--- config.mk ---
export PLATFORM = sky130hd
export DESIGN_NAME = spi_command_register_decoder
export DESIGN_NICKNAME = d
export VERILOG_FILES = /design/src/spi_cmd_pkg.sv /design/src/spi_command_register_decoder.sv
export VERILOG_INCLUDE_DIRS = /design/src
export SDC_FILE = /design/constraint.sdc
export NUM_CORES = 1
export LEC_CHECK = 0
export BUFFER_PORTS_ARGS = -buffer_cell sky130_fd_sc_hd__buf_2
export CORE_ASPECT_RATIO = 1.4
export CORE_MARGIN = 2
export CORE_UTILIZATION = 40
export CTS_BUF_LIST = sky130_fd_sc_hd__clkbuf_4 sky130_fd_sc_hd__clkbuf_8
export CTS_CLUSTER_SIZE = 24
export DETAILED_ROUTE_END_ITERATION = 10
export GPL_ROUTABILITY_DRIVEN = 0
export HOLD_SLACK_MARGIN = 0.03
export PLACE_DENSITY_LB_ADDON = 0.3
export SLEW_MARGIN = 20
export SYNTH_ARGS = -nofsm -noshare
export SYNTH_HDL_FRONTEND = slang
export SYNTH_SLANG_ARGS = --single-unit
--- constraint.sdc ---
create_clock -name sys_clk_in -period 2.7 [get_ports sys_clk_in]
set_input_delay 0.27 -clock sys_clk_in [delete_from_list [all_inputs] [get_ports sys_clk_in]]
set_output_delay 0.27 -clock sys_clk_in [all_outputs]
set_load 0.01 [all_outputs]
--- src/spi_cmd_regs.svh ---
// register defaults, command prefixes and field positions of the serial command port
`ifndef SPI_CMD_REGS_SVH
`define SPI_CMD_REGS_SVH

`define WORD_BITS 16
`define SCLK_MAX_HZ 20000000

// power-on defaults
`define RST_STATUS_WORD 16'h0000
`define RST_GENERAL_CONFIG 16'h8008
`define RST_FREQ_CTRL_CONFIG 16'hc4f7
`define RST_TRANSMIT_CONFIG 16'h9800
`define RST_TRANSMIT_BYTE 16'hb8aa
`define RST_CENTER_FREQUENCY 16'ha680
`define RST_RECEIVE_CONTROL 16'h9080
`define RST_BASEBAND_FILTER_CONFIG 16'hc22c
`define RST_RECEIVE_BYTE_READ 16'hb000
`define RST_BUFFER_RESET_CONFIG 16'hca80
`define RST_SYNC_PATTERN 16'hced4
`define RST_DATA_RATE 16'hc623
`define RST_POWER_MANAGEMENT 16'h8208
`define RST_WAKEUP_PERIOD 16'he196
`define RST_DUTY_CYCLE 16'hc80e
`define RST_BATTERY_AND_CLOCK_OUT 16'hc000
`define RST_PLL_CONFIG 16'hcc77

// command prefixes
`define CMD_GENERAL_CONFIG 8'h80
`define CMD_FREQ_CTRL_CONFIG 8'hc4
`define CMD_TRANSMIT_CONFIG 7'h4c
`define CMD_TRANSMIT_BYTE 8'hb8
`define CMD_CENTER_FREQUENCY 4'ha
`define CMD_RECEIVE_CONTROL 5'h12
`define CMD_BASEBAND_FILTER_CONFIG 8'hc2
`define CMD_RECEIVE_BYTE_READ 8'hb0
`define CMD_BUFFER_RESET_CONFIG 8'hca
`define CMD_SYNC_PATTERN 8'hce
`define CMD_DATA_RATE 8'hc6
`define CMD_POWER_MANAGEMENT 8'h82
`define CMD_WAKEUP_PERIOD 3'h7
`define CMD_DUTY_CYCLE 8'hc8
`define CMD_BATTERY_AND_CLOCK_OUT 8'hc0
`define CMD_PLL_CONFIG 8'hcc

// status word bit positions of sticky flags
`define STS_TX_RX_FIFO 15
`define STS_POWER_ON 14
`define STS_OVERRUN 13
`define STS_WAKEUP 12
`define STS_EXT_EDGE 11
`define STS_STICKY_MASK 16'hf800

// pll config bit that always holds one
`define PLL_FIXED_ONE_BIT 4

`endif

--- src/spi_cmd_pkg.sv ---
// types shared by the serial command port
package spi_cmd_pkg;

  typedef enum logic [4:0] {
    REG_GENERAL_CONFIG,
    REG_FREQ_CTRL_CONFIG,
    REG_TRANSMIT_CONFIG,
    REG_TRANSMIT_BYTE,
    REG_CENTER_FREQUENCY,
    REG_RECEIVE_CONTROL,
    REG_BASEBAND_FILTER_CONFIG,
    REG_RECEIVE_BYTE_READ,
    REG_BUFFER_RESET_CONFIG,
    REG_SYNC_PATTERN,
    REG_DATA_RATE,
    REG_POWER_MANAGEMENT,
    REG_WAKEUP_PERIOD,
    REG_DUTY_CYCLE,
    REG_BATTERY_AND_CLOCK_OUT,
    REG_PLL_CONFIG,
    REG_NONE
  } reg_sel_e;

  typedef struct packed {
    logic [15:0] general_config;
    logic [15:0] freq_ctrl_config;
    logic [15:0] transmit_config;
    logic [15:0] transmit_byte;
    logic [15:0] center_frequency;
    logic [15:0] receive_control;
    logic [15:0] baseband_filter_config;
    logic [15:0] receive_byte_read;
    logic [15:0] buffer_reset_config;
    logic [15:0] sync_pattern;
    logic [15:0] data_rate;
    logic [15:0] power_management;
    logic [15:0] wakeup_period;
    logic [15:0] duty_cycle;
    logic [15:0] battery_and_clock_out;
    logic [15:0] pll_config;
  } cfg_regs_s;

  typedef enum logic [1:0] {
    ST_IDLE,
    ST_SHIFT,
    ST_DONE
  } link_state_e;

endpackage

--- src/spi_command_register_decoder.sv ---
// serial command port: word shifter, prefix decoder, configuration registers and status read
`timescale 1ns/100ps
`include "spi_cmd_regs.svh"

// Overview of operation
// - mode 0: clock idles low, input sampled on rising edge while selected
// - serial output changes on each falling clock edge
// - words travel most significant bit first, bit 15 leads
// - serial output held low with its output enable off while chip select is high
// - reset loads every register with its default value
// - programmed values stay unchanged in sleep
// - seventeen commands, prefix selects register, remaining bits are parameters
// - upper byte 80 writes general configuration, default 8008
// - upper byte c4 writes frequency control configuration, default c4f7
// - bits 15:9 1001100 write transmit configuration, default 9800
// - b8 loads transmit byte, b0 reads receive byte, ce sets sync byte
// - bits 15:12 1010 write centre frequency, default a680
// - bits 15:11 10010 write receive control, default 9080
// - upper byte c2 writes baseband filter configuration, default c22c
// - upper byte ca writes buffer and reset configuration, default ca80
// - upper byte c6 writes data rate, default c623
// - upper byte 82 writes power management, default 8208
// - prefix 111 writes wake-up period; c8 writes duty cycle
// - upper byte c0 writes battery threshold and clock output, default c000
// - upper byte cc writes pll configuration, bit 4 fixed one
// - deselect clears the shift state so each selection starts fresh
// - first bit zero is a status read returning the status word
// - sticky status flags reported by a status read clear once that read completes
module spi_command_register_decoder (
  // clock and reset
  input wire logic sys_clk_in,
  input wire logic rst_n_in,
  // serial link pins
  input wire logic sclk_in,
  input wire logic cs_n_in,
  input wire logic sdi_in,
  output logic sdo_out,
  output logic sdo_oe_out,
  // device state: status word sources, receive byte for read-out, sleep flag
  input wire logic [15:0] status_src_in,
  input wire logic [7:0] rx_byte_in,
  input wire logic sleep_in,
  // register contents and receive read pulse to the radio
  output spi_cmd_pkg::cfg_regs_s cfg_out,
  output logic rx_byte_read_out
);

  // ----------------------------------------------------------------
  // helpers
  // ----------------------------------------------------------------
  function automatic spi_cmd_pkg::reg_sel_e decode_cmd(input logic [15:0] w);
    spi_cmd_pkg::reg_sel_e s;
    s = spi_cmd_pkg::REG_NONE;
    if (w[15:13] == `CMD_WAKEUP_PERIOD)
      s = spi_cmd_pkg::REG_WAKEUP_PERIOD;
    else if (w[15:12] == `CMD_CENTER_FREQUENCY)
      s = spi_cmd_pkg::REG_CENTER_FREQUENCY;
    else if (w[15:11] == `CMD_RECEIVE_CONTROL)
      s = spi_cmd_pkg::REG_RECEIVE_CONTROL;
    else if (w[15:9] == `CMD_TRANSMIT_CONFIG)
      s = spi_cmd_pkg::REG_TRANSMIT_CONFIG;
    else begin
      case (w[15:8])
        `CMD_GENERAL_CONFIG: s = spi_cmd_pkg::REG_GENERAL_CONFIG;
        `CMD_FREQ_CTRL_CONFIG: s = spi_cmd_pkg::REG_FREQ_CTRL_CONFIG;
        `CMD_TRANSMIT_BYTE: s = spi_cmd_pkg::REG_TRANSMIT_BYTE;
        `CMD_RECEIVE_BYTE_READ: s = spi_cmd_pkg::REG_RECEIVE_BYTE_READ;
        `CMD_SYNC_PATTERN: s = spi_cmd_pkg::REG_SYNC_PATTERN;
        `CMD_BASEBAND_FILTER_CONFIG: s = spi_cmd_pkg::REG_BASEBAND_FILTER_CONFIG;
        `CMD_BUFFER_RESET_CONFIG: s = spi_cmd_pkg::REG_BUFFER_RESET_CONFIG;
        `CMD_DATA_RATE: s = spi_cmd_pkg::REG_DATA_RATE;
        `CMD_POWER_MANAGEMENT: s = spi_cmd_pkg::REG_POWER_MANAGEMENT;
        `CMD_DUTY_CYCLE: s = spi_cmd_pkg::REG_DUTY_CYCLE;
        `CMD_BATTERY_AND_CLOCK_OUT: s = spi_cmd_pkg::REG_BATTERY_AND_CLOCK_OUT;
        `CMD_PLL_CONFIG: s = spi_cmd_pkg::REG_PLL_CONFIG;
        default: s = spi_cmd_pkg::REG_NONE;
      endcase
    end
    return s;
  endfunction

  // live status with the latched event flags merged into the top bits
  function automatic logic [15:0] status_compose(input logic [15:0] sticky, input logic [15:0] live);
    logic [15:0] v;
    v = (sticky & `STS_STICKY_MASK) | (live & ~`STS_STICKY_MASK);
    return v;
  endfunction

  // first byte of a receive byte read command
  function automatic logic is_rx_read(input logic [7:0] b);
    logic hit;
    hit = (b == `CMD_RECEIVE_BYTE_READ);
    return hit;
  endfunction

  // unused bits hold a fixed value whatever the host wrote
  function automatic logic [15:0] fixed_bits(input spi_cmd_pkg::reg_sel_e s, input logic [15:0] w);
    logic [15:0] v;
    v = w;
    case (s)
      spi_cmd_pkg::REG_TRANSMIT_CONFIG: begin
        v[3] = 1'b0;
      end
      spi_cmd_pkg::REG_RECEIVE_BYTE_READ: begin
        v[7:0] = 8'h00;
      end
      spi_cmd_pkg::REG_BATTERY_AND_CLOCK_OUT: begin
        v[4] = 1'b0;
      end
      spi_cmd_pkg::REG_PLL_CONFIG: begin
        v[`PLL_FIXED_ONE_BIT] = 1'b1;
      end
      default: begin
        v = w;
      end
    endcase
    return v;
  endfunction

  // ----------------------------------------------------------------
  // pin synchronisers
  // ----------------------------------------------------------------
  // every link edge shows up about three system clocks late, so the
  // link clock must stay well below a quarter of the system clock;
  // all three pins pass the same depth and stay in step with each other
  logic [1:0] sclk_sync_r;
  logic [1:0] cs_sync_r;
  logic [1:0] sdi_sync_r;
  logic sclk_d_r;

  always_ff @(posedge sys_clk_in or negedge rst_n_in) begin
    if (!rst_n_in) begin
      sclk_sync_r <= 2'h0;
      cs_sync_r <= 2'h3;
      sdi_sync_r <= 2'h0;
      sclk_d_r <= 1'b0;
    end else begin
      sclk_sync_r <= {sclk_sync_r[0], sclk_in};
      cs_sync_r <= {cs_sync_r[0], cs_n_in};
      sdi_sync_r <= {sdi_sync_r[0], sdi_in};
      sclk_d_r <= sclk_sync_r[1];
    end
  end

  logic sclk_s;
  logic cs_s;
  logic sdi_s;
  logic sclk_rise;
  logic sclk_fall;
  assign sclk_s = sclk_sync_r[1];
  assign cs_s = cs_sync_r[1];
  assign sdi_s = sdi_sync_r[1];
  assign sclk_rise = sclk_s & ~sclk_d_r & ~cs_s;
  assign sclk_fall = ~sclk_s & sclk_d_r & ~cs_s;

  // ----------------------------------------------------------------
  // word shifter
  // ----------------------------------------------------------------
  spi_cmd_pkg::link_state_e state_r;
  logic [15:0] shift_r;
  logic [4:0] bit_cnt_r;
  logic word_done;
  logic [15:0] word_full;

  // a word counts only when all sixteen rises land inside one selection
  assign word_full = {shift_r[14:0], sdi_s};
  assign word_done = sclk_rise && (bit_cnt_r == 5'(`WORD_BITS - 1));

  always_ff @(posedge sys_clk_in or negedge rst_n_in) begin
    if (!rst_n_in) begin
      state_r <= spi_cmd_pkg::ST_IDLE;
      shift_r <= 16'h0000;
      bit_cnt_r <= 5'h00;
    end else if (cs_s) begin
      state_r <= spi_cmd_pkg::ST_IDLE;
      shift_r <= 16'h0000;
      bit_cnt_r <= 5'h00;
    end else begin
      case (state_r)
        spi_cmd_pkg::ST_IDLE,
        spi_cmd_pkg::ST_SHIFT: begin
          if (sclk_rise) begin
            shift_r <= word_full;
            bit_cnt_r <= bit_cnt_r + 5'h01;
            state_r <= word_done ? spi_cmd_pkg::ST_DONE : spi_cmd_pkg::ST_SHIFT;
          end
        end
        spi_cmd_pkg::ST_DONE: begin
          // extra clocks past a full word are ignored until deselect
          state_r <= spi_cmd_pkg::ST_DONE;
        end
        default: state_r <= spi_cmd_pkg::ST_IDLE;
      endcase
    end
  end

  logic status_read;
  logic first_bit_seen;
  assign first_bit_seen = sclk_rise && (bit_cnt_r == 5'h00) && (state_r == spi_cmd_pkg::ST_IDLE);

  // ----------------------------------------------------------------
  // configuration registers
  // ----------------------------------------------------------------
  spi_cmd_pkg::reg_sel_e sel;
  logic [15:0] wr_val;
  assign sel = decode_cmd(word_full);
  assign wr_val = fixed_bits(sel, word_full);

  always_ff @(posedge sys_clk_in or negedge rst_n_in) begin
    if (!rst_n_in) begin
      cfg_out.general_config <= `RST_GENERAL_CONFIG;
      cfg_out.freq_ctrl_config <= `RST_FREQ_CTRL_CONFIG;
      cfg_out.transmit_config <= `RST_TRANSMIT_CONFIG;
      cfg_out.transmit_byte <= `RST_TRANSMIT_BYTE;
      cfg_out.center_frequency <= `RST_CENTER_FREQUENCY;
      cfg_out.receive_control <= `RST_RECEIVE_CONTROL;
      cfg_out.baseband_filter_config <= `RST_BASEBAND_FILTER_CONFIG;
      cfg_out.receive_byte_read <= `RST_RECEIVE_BYTE_READ;
      cfg_out.buffer_reset_config <= `RST_BUFFER_RESET_CONFIG;
      cfg_out.sync_pattern <= `RST_SYNC_PATTERN;
      cfg_out.data_rate <= `RST_DATA_RATE;
      cfg_out.power_management <= `RST_POWER_MANAGEMENT;
      cfg_out.wakeup_period <= `RST_WAKEUP_PERIOD;
      cfg_out.duty_cycle <= `RST_DUTY_CYCLE;
      cfg_out.battery_and_clock_out <= `RST_BATTERY_AND_CLOCK_OUT;
      cfg_out.pll_config <= `RST_PLL_CONFIG;
    end else if (word_done && word_full[15] && !cs_s) begin
      // sleep_in gates nothing here: values persist through sleep
      // a word cut short never reaches this point
      case (sel)
        spi_cmd_pkg::REG_GENERAL_CONFIG: cfg_out.general_config <= word_full;
        spi_cmd_pkg::REG_FREQ_CTRL_CONFIG: cfg_out.freq_ctrl_config <= word_full;
        spi_cmd_pkg::REG_TRANSMIT_CONFIG: cfg_out.transmit_config <= wr_val;
        spi_cmd_pkg::REG_TRANSMIT_BYTE: cfg_out.transmit_byte <= word_full;
        spi_cmd_pkg::REG_CENTER_FREQUENCY: cfg_out.center_frequency <= word_full;
        spi_cmd_pkg::REG_RECEIVE_CONTROL: cfg_out.receive_control <= word_full;
        spi_cmd_pkg::REG_BASEBAND_FILTER_CONFIG: cfg_out.baseband_filter_config <= word_full;
        spi_cmd_pkg::REG_RECEIVE_BYTE_READ: cfg_out.receive_byte_read <= wr_val;
        spi_cmd_pkg::REG_BUFFER_RESET_CONFIG: cfg_out.buffer_reset_config <= word_full;
        spi_cmd_pkg::REG_SYNC_PATTERN: cfg_out.sync_pattern <= word_full;
        spi_cmd_pkg::REG_DATA_RATE: cfg_out.data_rate <= word_full;
        spi_cmd_pkg::REG_POWER_MANAGEMENT: cfg_out.power_management <= word_full;
        spi_cmd_pkg::REG_WAKEUP_PERIOD: cfg_out.wakeup_period <= word_full;
        spi_cmd_pkg::REG_DUTY_CYCLE: cfg_out.duty_cycle <= word_full;
        spi_cmd_pkg::REG_BATTERY_AND_CLOCK_OUT: cfg_out.battery_and_clock_out <= wr_val;
        spi_cmd_pkg::REG_PLL_CONFIG: cfg_out.pll_config <= wr_val;
        default: ;
      endcase
    end
  end

  // ----------------------------------------------------------------
  // status flags and read-out
  // ----------------------------------------------------------------
  logic [15:0] sticky_r;
  logic [15:0] sticky_nxt;
  logic [15:0] snap_r;
  logic [15:0] tx_shift_r;
  logic stat_mode_r;
  logic stat_clear;

  // the snapshot taken at the first rise is what the host sees, so only
  // the flags it actually reported are cleared at the end of the word
  assign status_read = first_bit_seen && !sdi_s;
  assign stat_clear = word_done && stat_mode_r;

  always_comb begin
    sticky_nxt = sticky_r;
    if (stat_clear)
      sticky_nxt = sticky_r & ~snap_r;
    // a new event wins over the clear
    sticky_nxt = sticky_nxt | (status_src_in & `STS_STICKY_MASK);
  end

  always_ff @(posedge sys_clk_in or negedge rst_n_in) begin
    if (!rst_n_in) begin
      sticky_r <= 16'h0000;
      sticky_r[`STS_POWER_ON] <= 1'b1;
    end else begin
      sticky_r <= sticky_nxt;
    end
  end

  always_ff @(posedge sys_clk_in or negedge rst_n_in) begin
    if (!rst_n_in) begin
      stat_mode_r <= 1'b0;
      snap_r <= `RST_STATUS_WORD;
    end else if (cs_s) begin
      stat_mode_r <= 1'b0;
    end else if (status_read) begin
      // read mode lasts until deselect so bit 0 still leaves on the sixteenth fall
      stat_mode_r <= 1'b1;
      snap_r <= status_compose(sticky_r, status_src_in);
    end
  end

  // the read pulse tells the receive buffer that its byte has gone out
  logic rx_read_mode_r;
  always_ff @(posedge sys_clk_in or negedge rst_n_in) begin
    if (!rst_n_in) begin
      rx_read_mode_r <= 1'b0;
      rx_byte_read_out <= 1'b0;
    end else begin
      rx_byte_read_out <= 1'b0;
      if (cs_s)
        rx_read_mode_r <= 1'b0;
      else if (sclk_rise && bit_cnt_r == 5'h07)
        // the first byte decides whether the low half carries the receive byte
        rx_read_mode_r <= is_rx_read(word_full[7:0]);
      if (word_done && rx_read_mode_r)
        rx_byte_read_out <= 1'b1;
    end
  end

  // serial output: status bits follow the leading zero, rx byte in the low half
  always_ff @(posedge sys_clk_in or negedge rst_n_in) begin
    if (!rst_n_in) begin
      tx_shift_r <= 16'h0000;
      sdo_out <= 1'b0;
      sdo_oe_out <= 1'b0;
    end else if (cs_s) begin
      tx_shift_r <= 16'h0000;
      sdo_out <= 1'b0;
      sdo_oe_out <= 1'b0;
    end else begin
      sdo_oe_out <= 1'b1;
      // falls past the last reported bit shift out zeros until deselect
      if (status_read)
        tx_shift_r <= status_compose(sticky_r, status_src_in);
      else if (sclk_rise && bit_cnt_r == 5'h07 && is_rx_read(word_full[7:0]))
        tx_shift_r <= {rx_byte_in, 8'h00};
      else if (sclk_fall && (stat_mode_r || rx_read_mode_r)) begin
        sdo_out <= tx_shift_r[15];
        tx_shift_r <= {tx_shift_r[14:0], 1'b0};
      end else if (sclk_fall)
        sdo_out <= 1'b0;
    end
  end

endmodule

==> impl_metrics.ini, run 1 <==
[detailed_routing]
drc = 0
vias_per_cell = 4.77
drt-initial-drc-count = 354
wire_per_inst_um = 17.5
antenna_left = 0
routed_wl_mm = 29.6
drtPass1Iterations = 5
vias = 8066

[sta]
setup_violations = 0
post-route-period-util_pct = 94.9
final.setup.tns_ns = 0
period_needed_ns = 2.56
finalHoldViolations = 0
rsz0062_at_grt = no
slew-limit-headroom_pct = 52.4
fmax_ghz = 0.390
skew_ns = 0.0187
worstMarginPinSlew_ns = 0.711
finalMaxSlewViolations = 0
worst_hold_slack_ns = 0.118

[worst_setup_path]
endpoint_kind = flop
rrSetupSlack_ns = 0.14
worstPathRequired_ns = 3.15
crit_fanout = 10
timing.rr.start = shift_r[14]$_DFFE_PN0P_
start_kind = flop
worst_r2r_endpoint = cfg_out[168]$_DFFE_PN0P_
critPathKind = flop to flop
rr_worst_depth = 7
arrival_ns = 3.01
startpoint = shift_r[14]$_DFFE_PN0P_

[synthesis]
yosys-top-cells-count = 223 x dfrtp_1, 109 x mux2_2, 93 x dfstp_2, 90 x nand2_1, 47 x and2_1
synthTopCellsByArea = dfrtp_1 46%, dfstp_2 20%, mux2_2 10%
synthesis.nets = 940
synth_cell_types = 58
synth-edff-count = 0
yosysMostFrequentCell = dfrtp_1
synth_cells = 907
yosysTopAreaCell = dfrtp_1
yosys.area.top_type_share_pct = 46.1
synthArstFlopShare_pct = 100
ys.warnings.count = 0
synthesis.area_um2 = 12100
synth_area_per_cell_um2 = 13.3
synthFlopType = dfrtp_1
synth_seq_cells = 316
yosysSeqAreaShare_pct = 66.3

[min_path]
min-delay-start = status_src_in[4]
min_to = tx_shift_r[4]$_DFFE_PN0P_
worstHoldPathType = input pin to flop
holdPathStages = 4

[power]
leakage_nw = 8.27
ir_worst_vdd_v = 0.000370
power_density_nw_per_um2 = 600

[global_route]
antenna_found_initial = 0
grt_pass1_vias = 8085
gr-total-overflow = 0
grt_max_degree = 81
grt_use_total_pct = 18.7
grt_first_pass_wirelength_mm = 45.9

[clocking]
clk_latency_ns = 0.58
cts_tree = built
cts_buffers = 48
cts_setup_buffers = 0
h-tree-depth = 2
cts_sinks = 316
ctsLongestPathBuffers = 3
clk_pin_slew_ns = 0.07
clockRootBuffer = clkbuf_8

[final_layout]
nNetsFinal = 1298
drive_gt1_share_pct = 53.0
antennaDiodeCount = 0
syn_to_final_growth_pct = 28.3
nFillCells = 2630

[floorplanning]
die_y_um = 210
rows = 75
die_area_um2 = 31700
core_area_um2 = 29800
die_w_um = 151
ioPinCount = 289
initial_core_util_pct = 40.5

[placement]
port_buffers = 287
dp_hpwl_mm = 20.0

[run_status]
outcome = finished clean

[run]
max_cap_violations = 0
==> placed cells by master, fill, tap and decap left out, drive strengths merged, types with 3 or more instances in the layout <==
cell	instances
nor4	3
dlygate4sd3	17
nand2	90
nor3b	3
mux2	116
dfrtp	223
a21o	5
nor3	10
a22o	4
ha	3
or2	32
inv	14
nor4b	6
a21oi	24
nand3b	3
buf	343
o21ai	24
nand3	14
clkinv	6
nor2b	40
dfstp	93
a31oi	7
clkbuf	83
mux2i	10
nor2	30
and2	48
a221oi	4
nand4	3
and3	3
nand2b	22
==> through the flow <==
step,util (%),total power [mW],instances,setup WS (ns),instance area [um^2]
5_1_grt,52.0,9.73,1690,0.00876,15500
3_3_place_gp,47.9,5.19,1583,0.152,14300
2_1_floorplan,-,5.02,907,0.0215,12100
4_1_cts,52.0,9.47,1690,0.0597,15500
3_5_place_dp,47.9,5.20,1583,0.0777,14300
6_report,52.0,9.31,1690,0.137,15500
==> worst max-delay path, cell delays in order, from the launching register on <==
cell and delay (ns):
dfrtp_1 0.49, nand3b_2 0.13, or4b_1 0.50, a21oi_2 0.26
o211ai_4 0.15, or3_1 0.40, buf_4 0.20, mux2_4 0.30
==> registers in the layout (all words and copies together), names as in the netlist, 2 cells and up <==
name and count:
shift_r 15, bit_cnt_r 5, tx_shift_r 16, sclk_sync_r 2
sdi_sync_r 2, cfg_out 256, snap_r 5, cs_sync_r 2
sticky_r 5, state_r 2
==> area by class of cell <==
type	count	area (um^2)	area share [%]
clock buffer	83	1010	6.51
tap	385	482	3.10
multi-input combinational	526	3770	24.3
clock inverter	7	38.8	0.250
sequential	316	8020	51.7
inverter	13	48.8	0.314
timing repair buffer	360	2150	13.8
==> power breakdown <==
group	internal, mW	leakage [nW]	switching (mW)
combinational	0.105	3.69	0.187
clock	2.35	0.570	1.83
sequential	4.80	4.01	0.0361
==> routing by layer <==
layer  vias up  global-route usage [%]  routed length (um)
met5         -                       0                   0
met4         0                    7.44                 917
met3        51                    4.57                1790
met2       235                    31.5               15000
met1      4027                    23.1               11900
li1       3753                       -                   -
==> how the worst max path moves through the flow <==
stage,endpoint,slack [ns],cells after the start
6_report,cfg_out[168]$_DFFE_PN0P_,0.14,7
5_1_grt,cfg_out[227]$_DFFE_PN0P_,0.009,9
4_1_cts,cfg_out[168]$_DFFE_PN0P_,0.06,10
3_5_place_dp,cfg_out[169]$_DFFE_PN0P_,0.08,10
3_3_place_gp,cfg_out[168]$_DFFE_PN0P_,0.15,10
2_1_floorplan,cfg_out[54]$_DFFE_PN0P_,0.02,10
==> cells by family after synthesis <==
group,Yosys count,share of synthesized area [%]
AOI/OAI and AO/OA,78,4.11
xor gates and xnor gates,4,0.290
adders and majority gates,3,0.310
buffers and inverters,65,2.62
DFF,316,66.3
muxes,126,11.8
and+or+nand+nor,315,14.6
==> timing repair <==
action,CTS,global route
gates resized for setup,0,2
endpoints found under the setup margin,0,11
hold endpoints to repair,59,0
hold buffers,17,0
Power figures use the tool's default switching activity.
==> run 2, diff against run 1 <==
--- a/config.mk
+++ b/config.mk
@@ -15,7 +15,6 @@
 export DETAILED_ROUTE_END_ITERATION = 10
 export GPL_ROUTABILITY_DRIVEN = 0
 export HOLD_SLACK_MARGIN = 0.03
-export PLACE_DENSITY_LB_ADDON = 0.3
 export SLEW_MARGIN = 20
 export SYNTH_ARGS = -nofsm -noshare
 export SYNTH_HDL_FRONTEND = slang
==> run 2 against run 1 <==
  * Via count grew 0.16%
  * Sequential share of layout area is 0.34 points lower
  * Worst hold slack got worse by 0.0073 ns
  * First-iteration DRC count shrank 11%
  * Sequential cell count did not move
  * Cell count up 0.12%
  * Critical path type unchanged
  * Highest routed layer unchanged
==> impl_metrics.ini, run 2 (synthesis results as in run 1) <==
[floorplanning]
die_area_um2 = 31700
ioPinCount = 289
rows = 75
die_y_um = 210
core_area_um2 = 29800
initial_core_util_pct = 40.5
die_w_um = 151

[global_route]
grt_use_total_pct = 18.9
grt_first_pass_wirelength_mm = 46.3
gr-total-overflow = 0
antenna_found_initial = 0
grt_max_degree = 76
grt_pass1_vias = 8198

[power]
power_mw = 9.74
leakage_nw = 8.32
ir_worst_vdd_v = 0.000416
power_density_nw_per_um2 = 623

[detailed_routing]
vias = 8079
drt-initial-drc-count = 314
drtPass1Iterations = 4
drc = 0
vias_per_cell = 4.77
antenna_left = 0
routed_wl_mm = 29.7
wire_per_inst_um = 17.5

[worst_setup_path]
critPathSlowestCell = or4b_1
arrival_ns = 3.03
start_kind = flop
crit_chain = nand3b_2 -> or4b_1 -> a21oi_2 -> o211ai_4 -> or3_1 -> buf_4 -> mux2_4
worstPathRequired_ns = 3.16
crit_fanout = 10
max_stage_delay_ns = 0.50
endpoint_kind = flop
critPathKind = flop to flop
crit_buf_inv = 1
path_delay_family = simple AND/OR/NAND/NOR gates

[final_layout]
nNetsFinal = 1299
seqCellArea_um2 = 8020
stdcell_count = 1692
design_area_um2 = 15600
layout_common_cells = 286 x buf_2, 223 x dfrtp_1, 109 x mux2_2, 93 x dfstp_2, 90 x nand2_1
multi_input_area_um2 = 3770
layout_commonest_cell = buf_2
nFillCells = 2643
largest_reg_flops = 256
antennaDiodeCount = 0
top_regs = cfg_out (256), tx_shift_r (16), shift_r (15)
drive_gt1_share_pct = 53.1
top_register = cfg_out
fin_util_pct = 52.4
syn_to_final_growth_pct = 29.2

[sta]
fmax_ghz = 0.389
post-route-period-util_pct = 95.2
finalHoldViolations = 0
worstMarginPinSlew_ns = 0.714
skew_ns = 0.0184
setup_violations = 0
rsz0062_at_grt = no
period_needed_ns = 2.57
worst_hold_slack_ns = 0.110
finalMaxSlewViolations = 0
fin_ws_ns = 0.129
slew-limit-headroom_pct = 52.3
final.setup.tns_ns = 0

[placement]
dp_slack_ns = 0.122
dpl.cell_count = 1583
port_buffers = 287
dp_hpwl_mm = 20.4
placedInstanceArea_um2 = 14300

[min_path]
worstHoldPathType = input pin to flop

[clocking]
clk_pin_slew_ns = 0.06
cts_sinks = 316
ctsLongestPathBuffers = 3
cts_tree = built
cts_setup_buffers = 0
cts_buffers = 49
h-tree-depth = 2
clk_latency_ns = 0.58
clockRootBuffer = clkbuf_8

[run]
max_cap_violations = 0

[run_status]
outcome = finished clean
## run 2: timing repair
item | in CTS | in global routing
gates resized for setup | 0 | 1
endpoints found under the hold margin | 72 | 0
setup endpoints to repair | 0 | 30
hold buffers | 17 | 0
## run 2: per-layer routing
metal | vias to the layer above | routed length, um | track usage, % | part of all wire [%]
met5 | - | 0 | 0 | 0
li1 | 3751 | - | - | -
met1 | 4061 | 12200 | 23.4 | 41
met3 | 56 | 1520 | 4.02 | 5.1
met2 | 211 | 15200 | 32.4 | 51
met4 | 0 | 818 | 6.74 | 2.8
## run 2: layout make-up
cell class / count / area share (%)
clock buffers: 87 / 7.06
clock inverters: 5 / 0.496
inverters: 13 / 0.312
multi-input cells: 526 / 24.1
flip-flops and latches: 316 / 51.3
well taps: 385 / 3.08
repair buffers: 360 / 13.6
## run 2: final timing paths
check | start | endpoint | slack [ns] | depth (start not counted)
max in group asynchronous | rst_n_in | cfg_out[159]$_DFFE_PN1P_ | 1.55 | 3
setup reg to reg | shift_r[14]$_DFFE_PN0P_ | cfg_out[168]$_DFFE_PN0P_ | 0.13 | 7
hold / removal | status_src_in[1] | tx_shift_r[1]$_DFFE_PN0P_ | 0.11 | 4
hold reg to reg | sdi_sync_r[0]$_DFF_PN0_ | sdi_sync_r[1]$_DFF_PN0_ | 0.35 | 0
min in group asynchronous | rst_n_in | cfg_out[41]$_DFFE_PN0P_ | 0.26 | 2
setup / recovery | shift_r[14]$_DFFE_PN0P_ | cfg_out[168]$_DFFE_PN0P_ | 0.13 | 7
## run 2: where the power goes
group,switching [mW],total (mW),internal [mW]
sequential,0.0354,4.84,4.80
clock,1.86,4.60,2.75
combinational,0.188,0.293,0.105
## run 2: worst register-to-register path, stage by stage, from the launching register on
cell and delay [ns]:
dfrtp_1 0.48, nand3b_2 0.14, or4b_1 0.50, a21oi_2 0.27, o211ai_4 0.16, or3_1 0.40, buf_4 0.20, mux2_4 0.31
